==> src/core/acio_pkg.sv <==
// Constants and types shared by the address-capable I/O port pair.
package acio_pkg;

    // ------------------------------------------------------------
    // Bus and data widths
    // ------------------------------------------------------------
    localparam int DATA_W = 8;
    localparam int HADDR_W = 32;
    localparam int HDATA_W = 32;
    localparam int ADDR_BUS_W = 16;

    // ------------------------------------------------------------
    // Register indices; byte address is four times the index
    // ------------------------------------------------------------
    localparam logic [15:0] IDX_B_DIR = 16'hFEBA;
    localparam logic [15:0] IDX_B_DATA = 16'hFF6A;
    localparam logic [15:0] IDX_B_PIN = 16'hFF5A;
    localparam logic [15:0] IDX_B_PUP = 16'hFF71;
    localparam logic [15:0] IDX_C_DIR = 16'hFEBB;
    localparam logic [15:0] IDX_C_DATA = 16'hFF6B;
    localparam logic [15:0] IDX_C_PIN = 16'hFF5B;
    localparam logic [15:0] IDX_C_PUP = 16'hFF72;
    localparam logic [15:0] IDX_STBY = 16'hFF80;

    // ------------------------------------------------------------
    // Reset values and field positions
    // ------------------------------------------------------------
    localparam logic [7:0] RST_DIR = 8'h00;
    localparam logic [7:0] RST_DATA = 8'h00;
    localparam logic [7:0] RST_PUP = 8'h00;
    localparam logic [7:0] RST_STBY = 8'h08;
    localparam logic [7:0] DIR_READ_VALUE = 8'hFF;
    localparam int STBY_OPE_BIT = 3;

    // ------------------------------------------------------------
    // Bus encodings
    // ------------------------------------------------------------
    localparam logic [1:0] HTRANS_NONSEQ = 2'h2;
    localparam logic HRESP_OKAY = 1'b0;

    // ------------------------------------------------------------
    // Types
    // ------------------------------------------------------------
    typedef enum logic [2:0] {
        MODE_0 = 3'b000,
        MODE_1 = 3'b001,
        MODE_2 = 3'b010,
        MODE_3 = 3'b011,
        MODE_4 = 3'b100,
        MODE_5 = 3'b101,
        MODE_6 = 3'b110,
        MODE_7 = 3'b111
    } op_mode_t;

    localparam op_mode_t RST_MODE = MODE_7;

    typedef struct packed {
        logic [7:0] out;
        logic [7:0] oe;
    } pin_drive_t;

    typedef struct packed {
        logic [7:0] dir;
        logic [7:0] data;
        logic [7:0] pup;
    } port_regs_t;

    localparam port_regs_t RST_PORT = '{dir: RST_DIR, data: RST_DATA, pup: RST_PUP};

endpackage

==> src/core/address_capable_io_port.sv <==
// Two 8-bit ports whose pins serve as general I/O or address outputs, with AHB-Lite registers.
//
// The AHB-Lite slave port was left to the implementer.
`timescale 1ns/1ps

// Contract
// - Modes 2, 3, 6, 7: second-port pull-up on when direction 0 and control 1.
// - Modes 1, 4, 5: second-port pull-ups always off.
// - Second-port pull-up control clears on reset and hardware standby only.
// - Modes 1, 4, 5: all second-port pins are address outputs.
// - Modes 2, 6: second-port pin is address output if direction 1, else input.
// - Modes 3, 7: second-port pin drives data register if direction 1, else input.
// - Third-port direction register is 8-bit write-only; reads return a fixed junk value.
// - Third-port direction clears on reset and hardware standby only.
// - In software standby, address pins hold level or float per hold-enable bit.
// - Modes 1, 4, 5: all third-port pins are address outputs.
// - Modes 2, 6: third-port pin is address output if direction 1, else input.
// - Modes 3, 7: third-port pin is general output if direction 1, else input.
// - Third-port data register is read/write, drives outputs, clears on reset and hardware standby.
// - Third-port pin readback register is read-only; writes are ignored.
// - Readback bit gives data bit when direction 1, pin level when 0.
// - Readback holds its value during software standby; reflects pins after clearing.
// - Third-port pull-up control is 8-bit read/write, reset to zero.
// - Third-port pull-up on in modes 2, 3, 6, 7 when direction 0 and control 1.
module address_capable_io_port (
    // Clock and reset
    input wire logic core_clk,
    input wire logic rst_n,
    // Operating mode and standby
    input wire logic [2:0] mode_pins,
    input wire logic hw_standby,
    input wire logic sw_standby,
    // Internal address bus to be driven out
    input wire logic [acio_pkg::ADDR_BUS_W-1:0] addr_bus,
    // AHB-Lite slave
    input wire logic hsel,
    input wire logic [acio_pkg::HADDR_W-1:0] haddr,
    input wire logic [1:0] htrans,
    input wire logic hwrite,
    input wire logic [2:0] hsize,
    input wire logic [acio_pkg::HDATA_W-1:0] hwdata,
    input wire logic hready,
    output logic hreadyout,
    output logic [acio_pkg::HDATA_W-1:0] hrdata,
    output logic hresp,
    // Second port pins
    input wire logic [7:0] port_b_in,
    output acio_pkg::pin_drive_t port_b_drive,
    output logic [7:0] port_b_pullup,
    // Third port pins
    input wire logic [7:0] port_c_in,
    output acio_pkg::pin_drive_t port_c_drive,
    output logic [7:0] port_c_pullup
);

    // ------------------------------------------------------------
    // Decoding helpers
    // ------------------------------------------------------------
    // True when the address is the byte address of a register index.
    function automatic logic reg_hit(
        input logic [31:0] a,
        input logic [15:0] idx
    );
        reg_hit = (a == {14'h0000, idx, 2'h0});
    endfunction

    // Pins forced to address outputs whatever the direction bits hold.
    function automatic logic mode_all_addr(input acio_pkg::op_mode_t m);
        return m inside {acio_pkg::MODE_1, acio_pkg::MODE_4, acio_pkg::MODE_5};
    endfunction

    // Direction bit selects between address output and input.
    function automatic logic mode_sel_addr(input acio_pkg::op_mode_t m);
        return m inside {acio_pkg::MODE_2, acio_pkg::MODE_6};
    endfunction

    // Mask of pins acting as address outputs.
    function automatic logic [7:0] addr_mask(input acio_pkg::op_mode_t m, input logic [7:0] dir);
        return mode_all_addr(m) ? 8'hFF : (mode_sel_addr(m) ? dir : 8'h00);
    endfunction

    // Mask of pins acting as general outputs; mode 0 behaves as single-chip.
    function automatic logic [7:0] gpo_mask(input acio_pkg::op_mode_t m, input logic [7:0] dir);
        return (mode_all_addr(m) || mode_sel_addr(m)) ? 8'h00 : dir;
    endfunction

    // Pull-ups exist only where the mode leaves the port software controlled.
    function automatic logic [7:0] pullup_calc(input acio_pkg::op_mode_t m,
        input acio_pkg::port_regs_t r);
        return mode_all_addr(m) ? 8'h00 : ~r.dir & r.pup;
    endfunction

    // Pin drive for one port, including the software standby behaviour.
    function automatic acio_pkg::pin_drive_t drive_calc(input acio_pkg::op_mode_t m,
        input acio_pkg::port_regs_t r, input logic [7:0] addr, input acio_pkg::pin_drive_t prev,
        input logic hw_stby, input logic sw_stby, input logic standby_output_hold_enable);
        logic [7:0] am;
        logic [7:0] gm;
        am = addr_mask(m, r.dir);
        gm = gpo_mask(m, r.dir);
        drive_calc.out = (am & addr) | (gm & r.data);
        drive_calc.oe = am | gm;
        if (hw_stby) begin
            drive_calc.out = 8'h00;
            drive_calc.oe = 8'h00;
        end else if (sw_stby) begin
            drive_calc.out = (am & prev.out) | (gm & r.data);
            drive_calc.oe = (standby_output_hold_enable ? am : 8'h00) | gm;
        end
    endfunction

    // Direction bit picks the data register, otherwise the live pin.
    function automatic logic [7:0] readback_calc(input acio_pkg::port_regs_t r,
        input logic [7:0] pins);
        readback_calc = (r.dir & r.data) | (~r.dir & pins);
    endfunction

    // Register write for one port; the pin readback index is not writable.
    function automatic acio_pkg::port_regs_t port_write(input acio_pkg::port_regs_t cur,
        input logic en, input logic [31:0] a, input logic [7:0] wbyte,
        input logic [15:0] idx_dir, input logic [15:0] idx_data, input logic [15:0] idx_pup);
        port_write = cur;
        if (en && reg_hit(a, idx_dir)) begin
            port_write.dir = wbyte;
        end
        if (en && reg_hit(a, idx_data)) begin
            port_write.data = wbyte;
        end
        if (en && reg_hit(a, idx_pup)) begin
            port_write.pup = wbyte;
        end
    endfunction

    // ------------------------------------------------------------
    // Operating mode capture
    // ------------------------------------------------------------
    acio_pkg::op_mode_t mode;
    logic mode_taken;

    always_ff @(posedge core_clk or negedge rst_n) begin
        if (!rst_n) begin
            mode <= acio_pkg::RST_MODE;
            mode_taken <= 1'b0;
        end else if (!mode_taken) begin
            mode <= acio_pkg::op_mode_t'(mode_pins);
            mode_taken <= 1'b1;
        end
    end

    // ------------------------------------------------------------
    // AHB-Lite phases
    // ------------------------------------------------------------
    logic addr_phase;
    logic dp_write;
    logic [31:0] dp_addr;
    logic wr_en;
    logic [7:0] wbyte;

    assign addr_phase = hsel && (htrans == acio_pkg::HTRANS_NONSEQ) && hready;
    assign wr_en = dp_write;
    assign wbyte = hwdata[7:0];

    always_ff @(posedge core_clk or negedge rst_n) begin
        if (!rst_n) begin
            dp_write <= 1'b0;
            dp_addr <= 32'h00000000;
        end else if (hready) begin
            dp_write <= addr_phase && hwrite;
            dp_addr <= haddr;
        end
    end

    // Zero wait states; the slave never stalls and never errors.
    always_ff @(posedge core_clk or negedge rst_n) begin
        if (!rst_n) begin
            hreadyout <= 1'b1;
            hresp <= acio_pkg::HRESP_OKAY;
        end else begin
            hreadyout <= 1'b1;
            hresp <= acio_pkg::HRESP_OKAY;
        end
    end

    // ------------------------------------------------------------
    // Port registers
    // ------------------------------------------------------------
    acio_pkg::port_regs_t regs_b;
    acio_pkg::port_regs_t regs_c;
    acio_pkg::port_regs_t next_regs_b;
    acio_pkg::port_regs_t next_regs_c;
    logic [7:0] stby_ctrl;
    logic [7:0] next_stby_ctrl;
    logic standby_output_hold_enable;

    // Hardware standby clears the port state as power-on reset does.
    always_comb begin
        if (hw_standby) begin
            next_regs_b = acio_pkg::RST_PORT;
            next_regs_c = acio_pkg::RST_PORT;
        end else begin
            next_regs_b = port_write(regs_b, wr_en, dp_addr, wbyte, acio_pkg::IDX_B_DIR,
                acio_pkg::IDX_B_DATA, acio_pkg::IDX_B_PUP);
            next_regs_c = port_write(regs_c, wr_en, dp_addr, wbyte, acio_pkg::IDX_C_DIR,
                acio_pkg::IDX_C_DATA, acio_pkg::IDX_C_PUP);
        end
    end

    always_comb begin
        next_stby_ctrl = stby_ctrl;
        if (wr_en && reg_hit(dp_addr, acio_pkg::IDX_STBY)) begin
            next_stby_ctrl = wbyte;
        end
    end

    assign standby_output_hold_enable = stby_ctrl[acio_pkg::STBY_OPE_BIT];

    always_ff @(posedge core_clk or negedge rst_n) begin
        if (!rst_n) begin
            regs_b <= acio_pkg::RST_PORT;
            regs_c <= acio_pkg::RST_PORT;
        end else begin
            regs_b <= next_regs_b;
            regs_c <= next_regs_c;
        end
    end

    always_ff @(posedge core_clk or negedge rst_n) begin
        if (!rst_n) begin
            stby_ctrl <= acio_pkg::RST_STBY;
        end else begin
            stby_ctrl <= next_stby_ctrl;
        end
    end

    // ------------------------------------------------------------
    // Pin readback
    // ------------------------------------------------------------
    logic [7:0] rb_hold_b;
    logic [7:0] rb_hold_c;
    logic [7:0] rb_b;
    logic [7:0] rb_c;

    always_ff @(posedge core_clk or negedge rst_n) begin
        if (!rst_n) begin
            rb_hold_b <= 8'h00;
            rb_hold_c <= 8'h00;
        end else if (!sw_standby) begin
            rb_hold_b <= readback_calc(regs_b, port_b_in);
            rb_hold_c <= readback_calc(regs_c, port_c_in);
        end
    end

    // Next register values are used so a read right behind a write sees it.
    always_comb begin
        rb_b = sw_standby ? rb_hold_b : readback_calc(next_regs_b, port_b_in);
        rb_c = sw_standby ? rb_hold_c : readback_calc(next_regs_c, port_c_in);
    end

    // ------------------------------------------------------------
    // Read data
    // ------------------------------------------------------------
    logic [7:0] rd_byte;

    always_comb begin
        rd_byte = 8'h00;
        if (reg_hit(haddr, acio_pkg::IDX_B_DIR) || reg_hit(haddr, acio_pkg::IDX_C_DIR)) begin
            rd_byte = acio_pkg::DIR_READ_VALUE;
        end else if (reg_hit(haddr, acio_pkg::IDX_B_DATA)) begin
            rd_byte = next_regs_b.data;
        end else if (reg_hit(haddr, acio_pkg::IDX_B_PIN)) begin
            rd_byte = rb_b;
        end else if (reg_hit(haddr, acio_pkg::IDX_B_PUP)) begin
            rd_byte = next_regs_b.pup;
        end else if (reg_hit(haddr, acio_pkg::IDX_C_DATA)) begin
            rd_byte = next_regs_c.data;
        end else if (reg_hit(haddr, acio_pkg::IDX_C_PIN)) begin
            rd_byte = rb_c;
        end else if (reg_hit(haddr, acio_pkg::IDX_C_PUP)) begin
            rd_byte = next_regs_c.pup;
        end else if (reg_hit(haddr, acio_pkg::IDX_STBY)) begin
            rd_byte = next_stby_ctrl;
        end
    end

    // Read data is fetched in the address phase and stands through the data phase.
    always_ff @(posedge core_clk or negedge rst_n) begin
        if (!rst_n) begin
            hrdata <= 32'h00000000;
        end else if (addr_phase && !hwrite) begin
            hrdata <= {24'h000000, rd_byte};
        end
    end

    // ------------------------------------------------------------
    // Second port pins
    // ------------------------------------------------------------
    always_ff @(posedge core_clk or negedge rst_n) begin
        if (!rst_n) begin
            port_b_drive <= '0;
        end else begin
            port_b_drive <= drive_calc(mode, regs_b, addr_bus[15:8], port_b_drive,
                hw_standby, sw_standby, standby_output_hold_enable);
        end
    end

    always_ff @(posedge core_clk or negedge rst_n) begin
        if (!rst_n) begin
            port_b_pullup <= 8'h00;
        end else if (hw_standby) begin
            port_b_pullup <= 8'h00;
        end else begin
            port_b_pullup <= pullup_calc(mode, regs_b);
        end
    end

    // ------------------------------------------------------------
    // Third port pins
    // ------------------------------------------------------------
    always_ff @(posedge core_clk or negedge rst_n) begin
        if (!rst_n) begin
            port_c_drive <= '0;
        end else begin
            port_c_drive <= drive_calc(mode, regs_c, addr_bus[7:0], port_c_drive,
                hw_standby, sw_standby, standby_output_hold_enable);
        end
    end

    // Pull-ups are registered, so they trail a register write by one cycle.
    always_ff @(posedge core_clk or negedge rst_n) begin
        if (!rst_n) begin
            port_c_pullup <= 8'h00;
        end else if (hw_standby) begin
            port_c_pullup <= 8'h00;
        end else begin
            port_c_pullup <= pullup_calc(mode, regs_c);
        end
    end

endmodule

==> config.mk <==
export PLATFORM = sky130hd
export DESIGN_NAME = address_capable_io_port
export DESIGN_NICKNAME = d
export VERILOG_FILES = /design/src/core/acio_pkg.sv /design/src/core/address_capable_io_port.sv
export SDC_FILE = /design/constraint.sdc
export NUM_CORES = 1
export LEC_CHECK = 0
export BUFFER_PORTS_ARGS = -buffer_cell sky130_fd_sc_hd__buf_2
export CORE_MARGIN = 2
export CORE_UTILIZATION = 54
export DETAILED_ROUTE_END_ITERATION = 16
export GPL_ROUTABILITY_DRIVEN = 0
export PLACE_DENSITY = 0.89
export SLEW_MARGIN = 25
export SYNTH_ARGS = -nofsm -noshare
export SYNTH_HDL_FRONTEND = slang
export SYNTH_SLANG_ARGS = --single-unit
==> constraint.sdc <==
create_clock -name core_clk -period 3.45 [get_ports core_clk]
set_clock_uncertainty 0.2 [all_clocks]
set_input_delay 0.5175 -clock core_clk [delete_from_list [all_inputs] [get_ports core_clk]]
set_output_delay 0.5175 -clock core_clk [all_outputs]
set_load 0.01 [all_outputs]
; ---- Yosys cells after proc, flatten, opt, wreduce, memory -nomap -nowiden
; Cells that the tools add are included.
[totals]
out_inout_bits = 82
input_bits = 111
latchBits = 0
mem_bits_rw = 0
regBits = 165
mem_count = 0
mem_bits_ro = 0
wordCells = 125
[op_classes]
order_cmp = 0
div = 0
n_mux = 35
addsub = 0
bitwise_logic = 32
eq_ne = 22
shifts = 0
reduce_logical = 16
mul = 0
[ops]
columns = cell, count
row1 = "== test 32 x 18 -> 1 bit, second input constant", 16
row2 = 2-to-1 mux 8 bit, 29
row3 = AND 8 bit, 16
row4 = OR 8 bit, 12
row5 = 2-to-1 mux 16 bit, 4
row6 = 2-to-1 mux 24 bit, 2
row7 = NOT 8 bit, 4
row8 = logical AND 1 bit, 11
row9 = "== test 3 bit, second input constant", 3
row10 = "== test 3 x 1 -> 1 bit, second input constant", 1
row11 = "== test 3 x 2 -> 1 bit, second input constant", 1
row12 = nonzero test 3 bit, 1
row13 = "== test 2 bit, second input constant", 1
row14 = logical OR 1 bit, 2
row15 = nonzero test 2 bit, 1
row16 = zero test 1 bit, 1

; ---- Longest topological paths before layout
[logic_depth]
depth_word = 14
mapped_depth = 10
mapped_depth_nobuf = 8

; ---- Worst setup path before layout
; No wires, ideal clock.
[synth_path]
path_kind = flip-flop to flip-flop
from = register dp_addr[1]
to = register hrdata[0] (netlist bit)
arrival_time_ns = 2.423
n_path_buf = 0
path_stages_with_launch = 9
slack_ns = 0.708
synth_period_minus_slack_ns = 2.742
required_time_ns = 3.131
path_cell_list = dfrtp_1 or4b_4 nor4_4 nand3_1 mux2i_1 mux2_2 o21ai_0 a21oi_1 o21a_1
[synth_rtl]
columns = element, line_no
row1 = start: declaration, address_capable_io_port.sv:155  ; logic [31:0] dp_addr;
row2 = start signal: assignment, address_capable_io_port.sv:169  ; dp_addr <= haddr;
row3 = end signal: assignment, address_capable_io_port.sv:290  ; hrdata <= {24'h000000, rd_byte};
row4 = end: declaration, address_capable_io_port.sv:44  ; output logic [acio_pkg::HDATA_W-1:0] hrdata,

==> results.md <==
- Synth Area in Adders: 0
- Clock-pin slew on the worst setup and hold paths: ~70 ps
- Clock Latency Late Sink: around 440 ps
- DRT Pass-1 Iters: 5
- GR Overflow Total: 0
- Placeable Area: ~15000 um^2
- YS warnings: 0
- Row count: 44
- Setup CP Type: flop to flop
- Clock power frac: 0.411
- Starting Density: 0.554
- P_sw: about 0.0012 W
- Final Util: 0.654
- Max FO, Critical Path: 8
- Largest family of logic cells by synthesized area: simple AND/OR/NAND/NOR gates
- Top cell type's share of synthesized area: 0.500
- Die W: 126 um
- Worst path max stage delay: approximately 560 ps
- Worst path required time: around 3600 ps
- CTS Sinks: roughly 170
- Routed WL: 21.3 mm
- Total Routing Usage GR: 0.274
- Global-route wire length before repair: about 34 mm
- Layout cells sized above 1: 0.291
- Max Cap Viol: 0
- Iter 0 DRT Violations: between 600 and 700
- Compound-cell area share of the yosys netlist: 0.112
- Combinational share of power: 0.115
- Layout area overhead: 17.9%
- Number of cells on the worst hold path: 2
- Family with the most delay on the worst path: simple AND/OR/NAND/NOR gates
- CTS buffer count: 17
- Post-layout min period: between 3000 and 4000 ps
- Fin. max-slew vios: 0
- Vias in the first global route: roughly 6500
- Vias/cell: roughly 6.1
- Rel. slew slack: 0.393
- Max H-tree Level: 4
- Synth area leader: dfrtp_1
- Reg power frac: 0.474
- PD cells: about 470 nW/um^2
- Largest net degree at the start of global routing: between 80 and 90
- Clk buf depth: 2
- RSZ-0062 raised after global routing: false
- Post_cts resized: 0
- Synth Cell Area: a little over 8000 um^2
- Class of the tightest hold or removal check: input port to flop
- Leak: around 4.5 nW
- CTS tree: yes
- Post-synth EDFFs: 0
- Worst vdd ir: 0.000341 V
- Mapped Avg Cell Area: 10.9 um^2
- Crit end category: flop
- Fraction of power spent switching nets: 0.267
- DPL Wire Length: 15.0 mm
- Min-delay src: mode_pins[2]
- Synthesized netlist cell count: 737
- Final setup vio count: 0
- WL/cell: a little under 20 um
- Critical path, cell by cell: or4b_4 -> nor4_4 -> nand3_1 -> mux2i_1 -> mux2_2 -> o21ai_0 -> a21oi_1 -> o21a_1
- Hold slack: approximately 120 ps
- Residual DRC count: 0
- Seq cells post-synth: ~170
- I/O pin count: roughly 190
- WP buf/inv: 0
- Simple-gate share of the synthesized area: 0.167
- Port Buf Inserts: approximately 140
- Worst-Margin Slew: approximately 900 ps
- Distinct cell type count after synthesis: slightly below 60
- Die area: between 15000 and 20000 um^2
- Total number of vias: roughly 6600
- Ys flop type: dfrtp_1
- Setup_tns: 0 ps
- Root cell of the clock tree: clkbuf_16
- Xor/xnor share of the synthesized area: 0.00109
- Worst r2r src: dp_addr[1]$_DFFE_PN0P_
- Nature of the critical path startpoint: flop
- Worst slack, placed: approximately 260 ps
- Area contributors post-synth: dfrtp_1, mux2i_1, mux2_2
- FF-to-FF setup slack: about 180 ps
- Fmax: roughly 0.31 GHz
- Antenna Nets Post-Route: 0
- Fin area: approximately 9500 um^2
- Worst setup margin: between 150 and 200 ps
- Worst flop-to-flop path endpoint: hrdata[0]$_DFFE_PN0P_
- Die Span Y: approximately 130 um
- Worst path slowest cell: or4b_4
- Ys async rst share: 1.00
- Placed inst area: between 8000 and 9000 um^2
- Layout Nets: roughly 990
- Hold EP: mode[2]$_DFFE_PN1N_
- Run status: finished clean
- Initial antenna violation count: 1
- Period utilization: 0.949
- Post-synthesis mux area share: 0.154
- Worst path arrival time: around 3400 ps
- Register area share after synthesis: 0.513
- Internal power: 0.00325 W
- R2R cell count: 8
- Fin. Hold Viols: 0
logic make-up after synthesis:
group           after synthesis
simple gates                237
buf+inv                      81
xor+xnor                      1
compound gates              132
mux                         119
flops                       165
other cells                   2
how the worst max path moves through the flow:
stage | cells after the start | slack [ps] | to | startpoint
after detailed placement | 8 | 260 | hrdata[0]$_DFFE_PN0P_ | dp_addr[1]$_DFFE_PN0P_
after global placement | 8 | 310 | hrdata[0]$_DFFE_PN0P_ | dp_addr[1]$_DFFE_PN0P_
after floorplan | 8 | 710 | hrdata[0]$_DFFE_PN0P_ | dp_addr[1]$_DFFE_PN0P_
after global routing | 8 | 5 | hrdata[7]$_DFFE_PN0P_ | dp_addr[1]$_DFFE_PN0P_
after CTS | 8 | 240 | hrdata[0]$_DFFE_PN0P_ | dp_addr[1]$_DFFE_PN0P_
final | 8 | 180 | hrdata[0]$_DFFE_PN0P_ | dp_addr[1]$_DFFE_PN0P_
sequential cells by signal (all words and copies together) (netlist names):
register,cells
rb_hold_b,8
regs_c,24
hrdata,8
port_b_pullup,8
mode,3
port_c_drive,16
regs_b,24
mode_taken,1
port_c_pullup,8
rb_hold_c,8
port_b_drive,16
stby_ctrl,8
dp_addr,32
dp_write,1
synth_stat cells, drive strengths merged (5+ instances only):
| cell type | number |
|---|---|
| dfrtp | 161 |
| nor2 | 88 |
| mux2i | 81 |
| buf | 39 |
| mux2 | 38 |
| a21oi | 35 |
| nand2 | 33 |
| clkbuf | 24 |
| nor3 | 21 |
| o21ai | 20 |
| nor3b | 19 |
| inv | 18 |
| a31oi | 17 |
| nand3 | 15 |
| nand4 | 14 |
| a211oi | 13 |
| o41ai | 11 |
| nor4 | 10 |
| a21o | 8 |
| o22ai | 8 |
| o221ai | 6 |
| and4b | 5 |
| nor4b | 5 |
| o211a | 5 |
metrics by stage:
stage,power (W),instances
2_1_floorplan,0.00243,762
3_3_place_gp,0.00262,1046
3_5_place_dp,0.00264,1046
4_1_cts,0.00445,1079
5_1_grt,0.00460,1079
6_report,0.00444,1080
worst reg2reg max path: stages, from the launching register on:
cell and delay (ps):
dfrtp_1 410, or4b_4 560, nor4_4 510, nand3_1 350, mux2i_1 300, mux2_2 360, o21ai_0 150, a21oi_1 140
o21a_1 190
routing by layer:
| layer | vias to the layer above | global-route usage | part of all wire |
|---|---|---|---|
| met5 | - | 0 | 0 |
| met4 | 0 | 0.128 | 0.036 |
| met3 | 64 | 0.0709 | 0.094 |
| met2 | 414 | 0.430 | 0.47 |
| met1 | 3208 | 0.359 | 0.40 |
| li1 | 2934 | - | - |
cell usage in the layout (no fill, tap or decap), types with 6 or more instances in the layout:
cell       count
a211oi_1      13
a21o_1         8
a21oi_1       30
a31oi_1       17
buf_2        138
buf_4         23
clkbuf_16     17
conb_1        27
dfrtp_1      161
inv_1         18
mux2_2        38
mux2i_1       81
nand2_1       33
nand3_1       14
nand4_1       13
nor2_1        88
nor3_1        21
nor3b_1       18
o21ai_0       14
o221ai_1       6
o22ai_1        8
o41ai_1       10
power by group through the flow:
stage	Sequential [W]	Clock (W)	Combinational [W]
after CTS	0.00210	0.00184	0.000512
after floorplan	0.00214	0	0.000287
final	0.00210	0.00182	0.000512
after global placement	0.00213	0	0.000488
after global routing	0.00211	0.00193	0.000563
after detailed placement	0.00214	0	0.000504
what timing repair did:
item,CTS,global route
buffers inserted,0,0
hold buffers,1,0
endpoints found under the setup margin,0,0
endpoints found under the hold margin,81,0
cell type report:
class | count | area, um^2
Inverter | 18 | 67.6
Antenna cell | 1 | 2.50
Sequential cell | 165 | 4130
Timing Repair Buffer | 164 | 905
Clock inverter | 14 | 126
Tap cell | 184 | 230
Multi-Input combinational cell | 516 | 3600
Fill cell | 1121 | 5030
Clock buffer | 18 | 439
No activity file was read; power rests on OpenSTA's default activity.
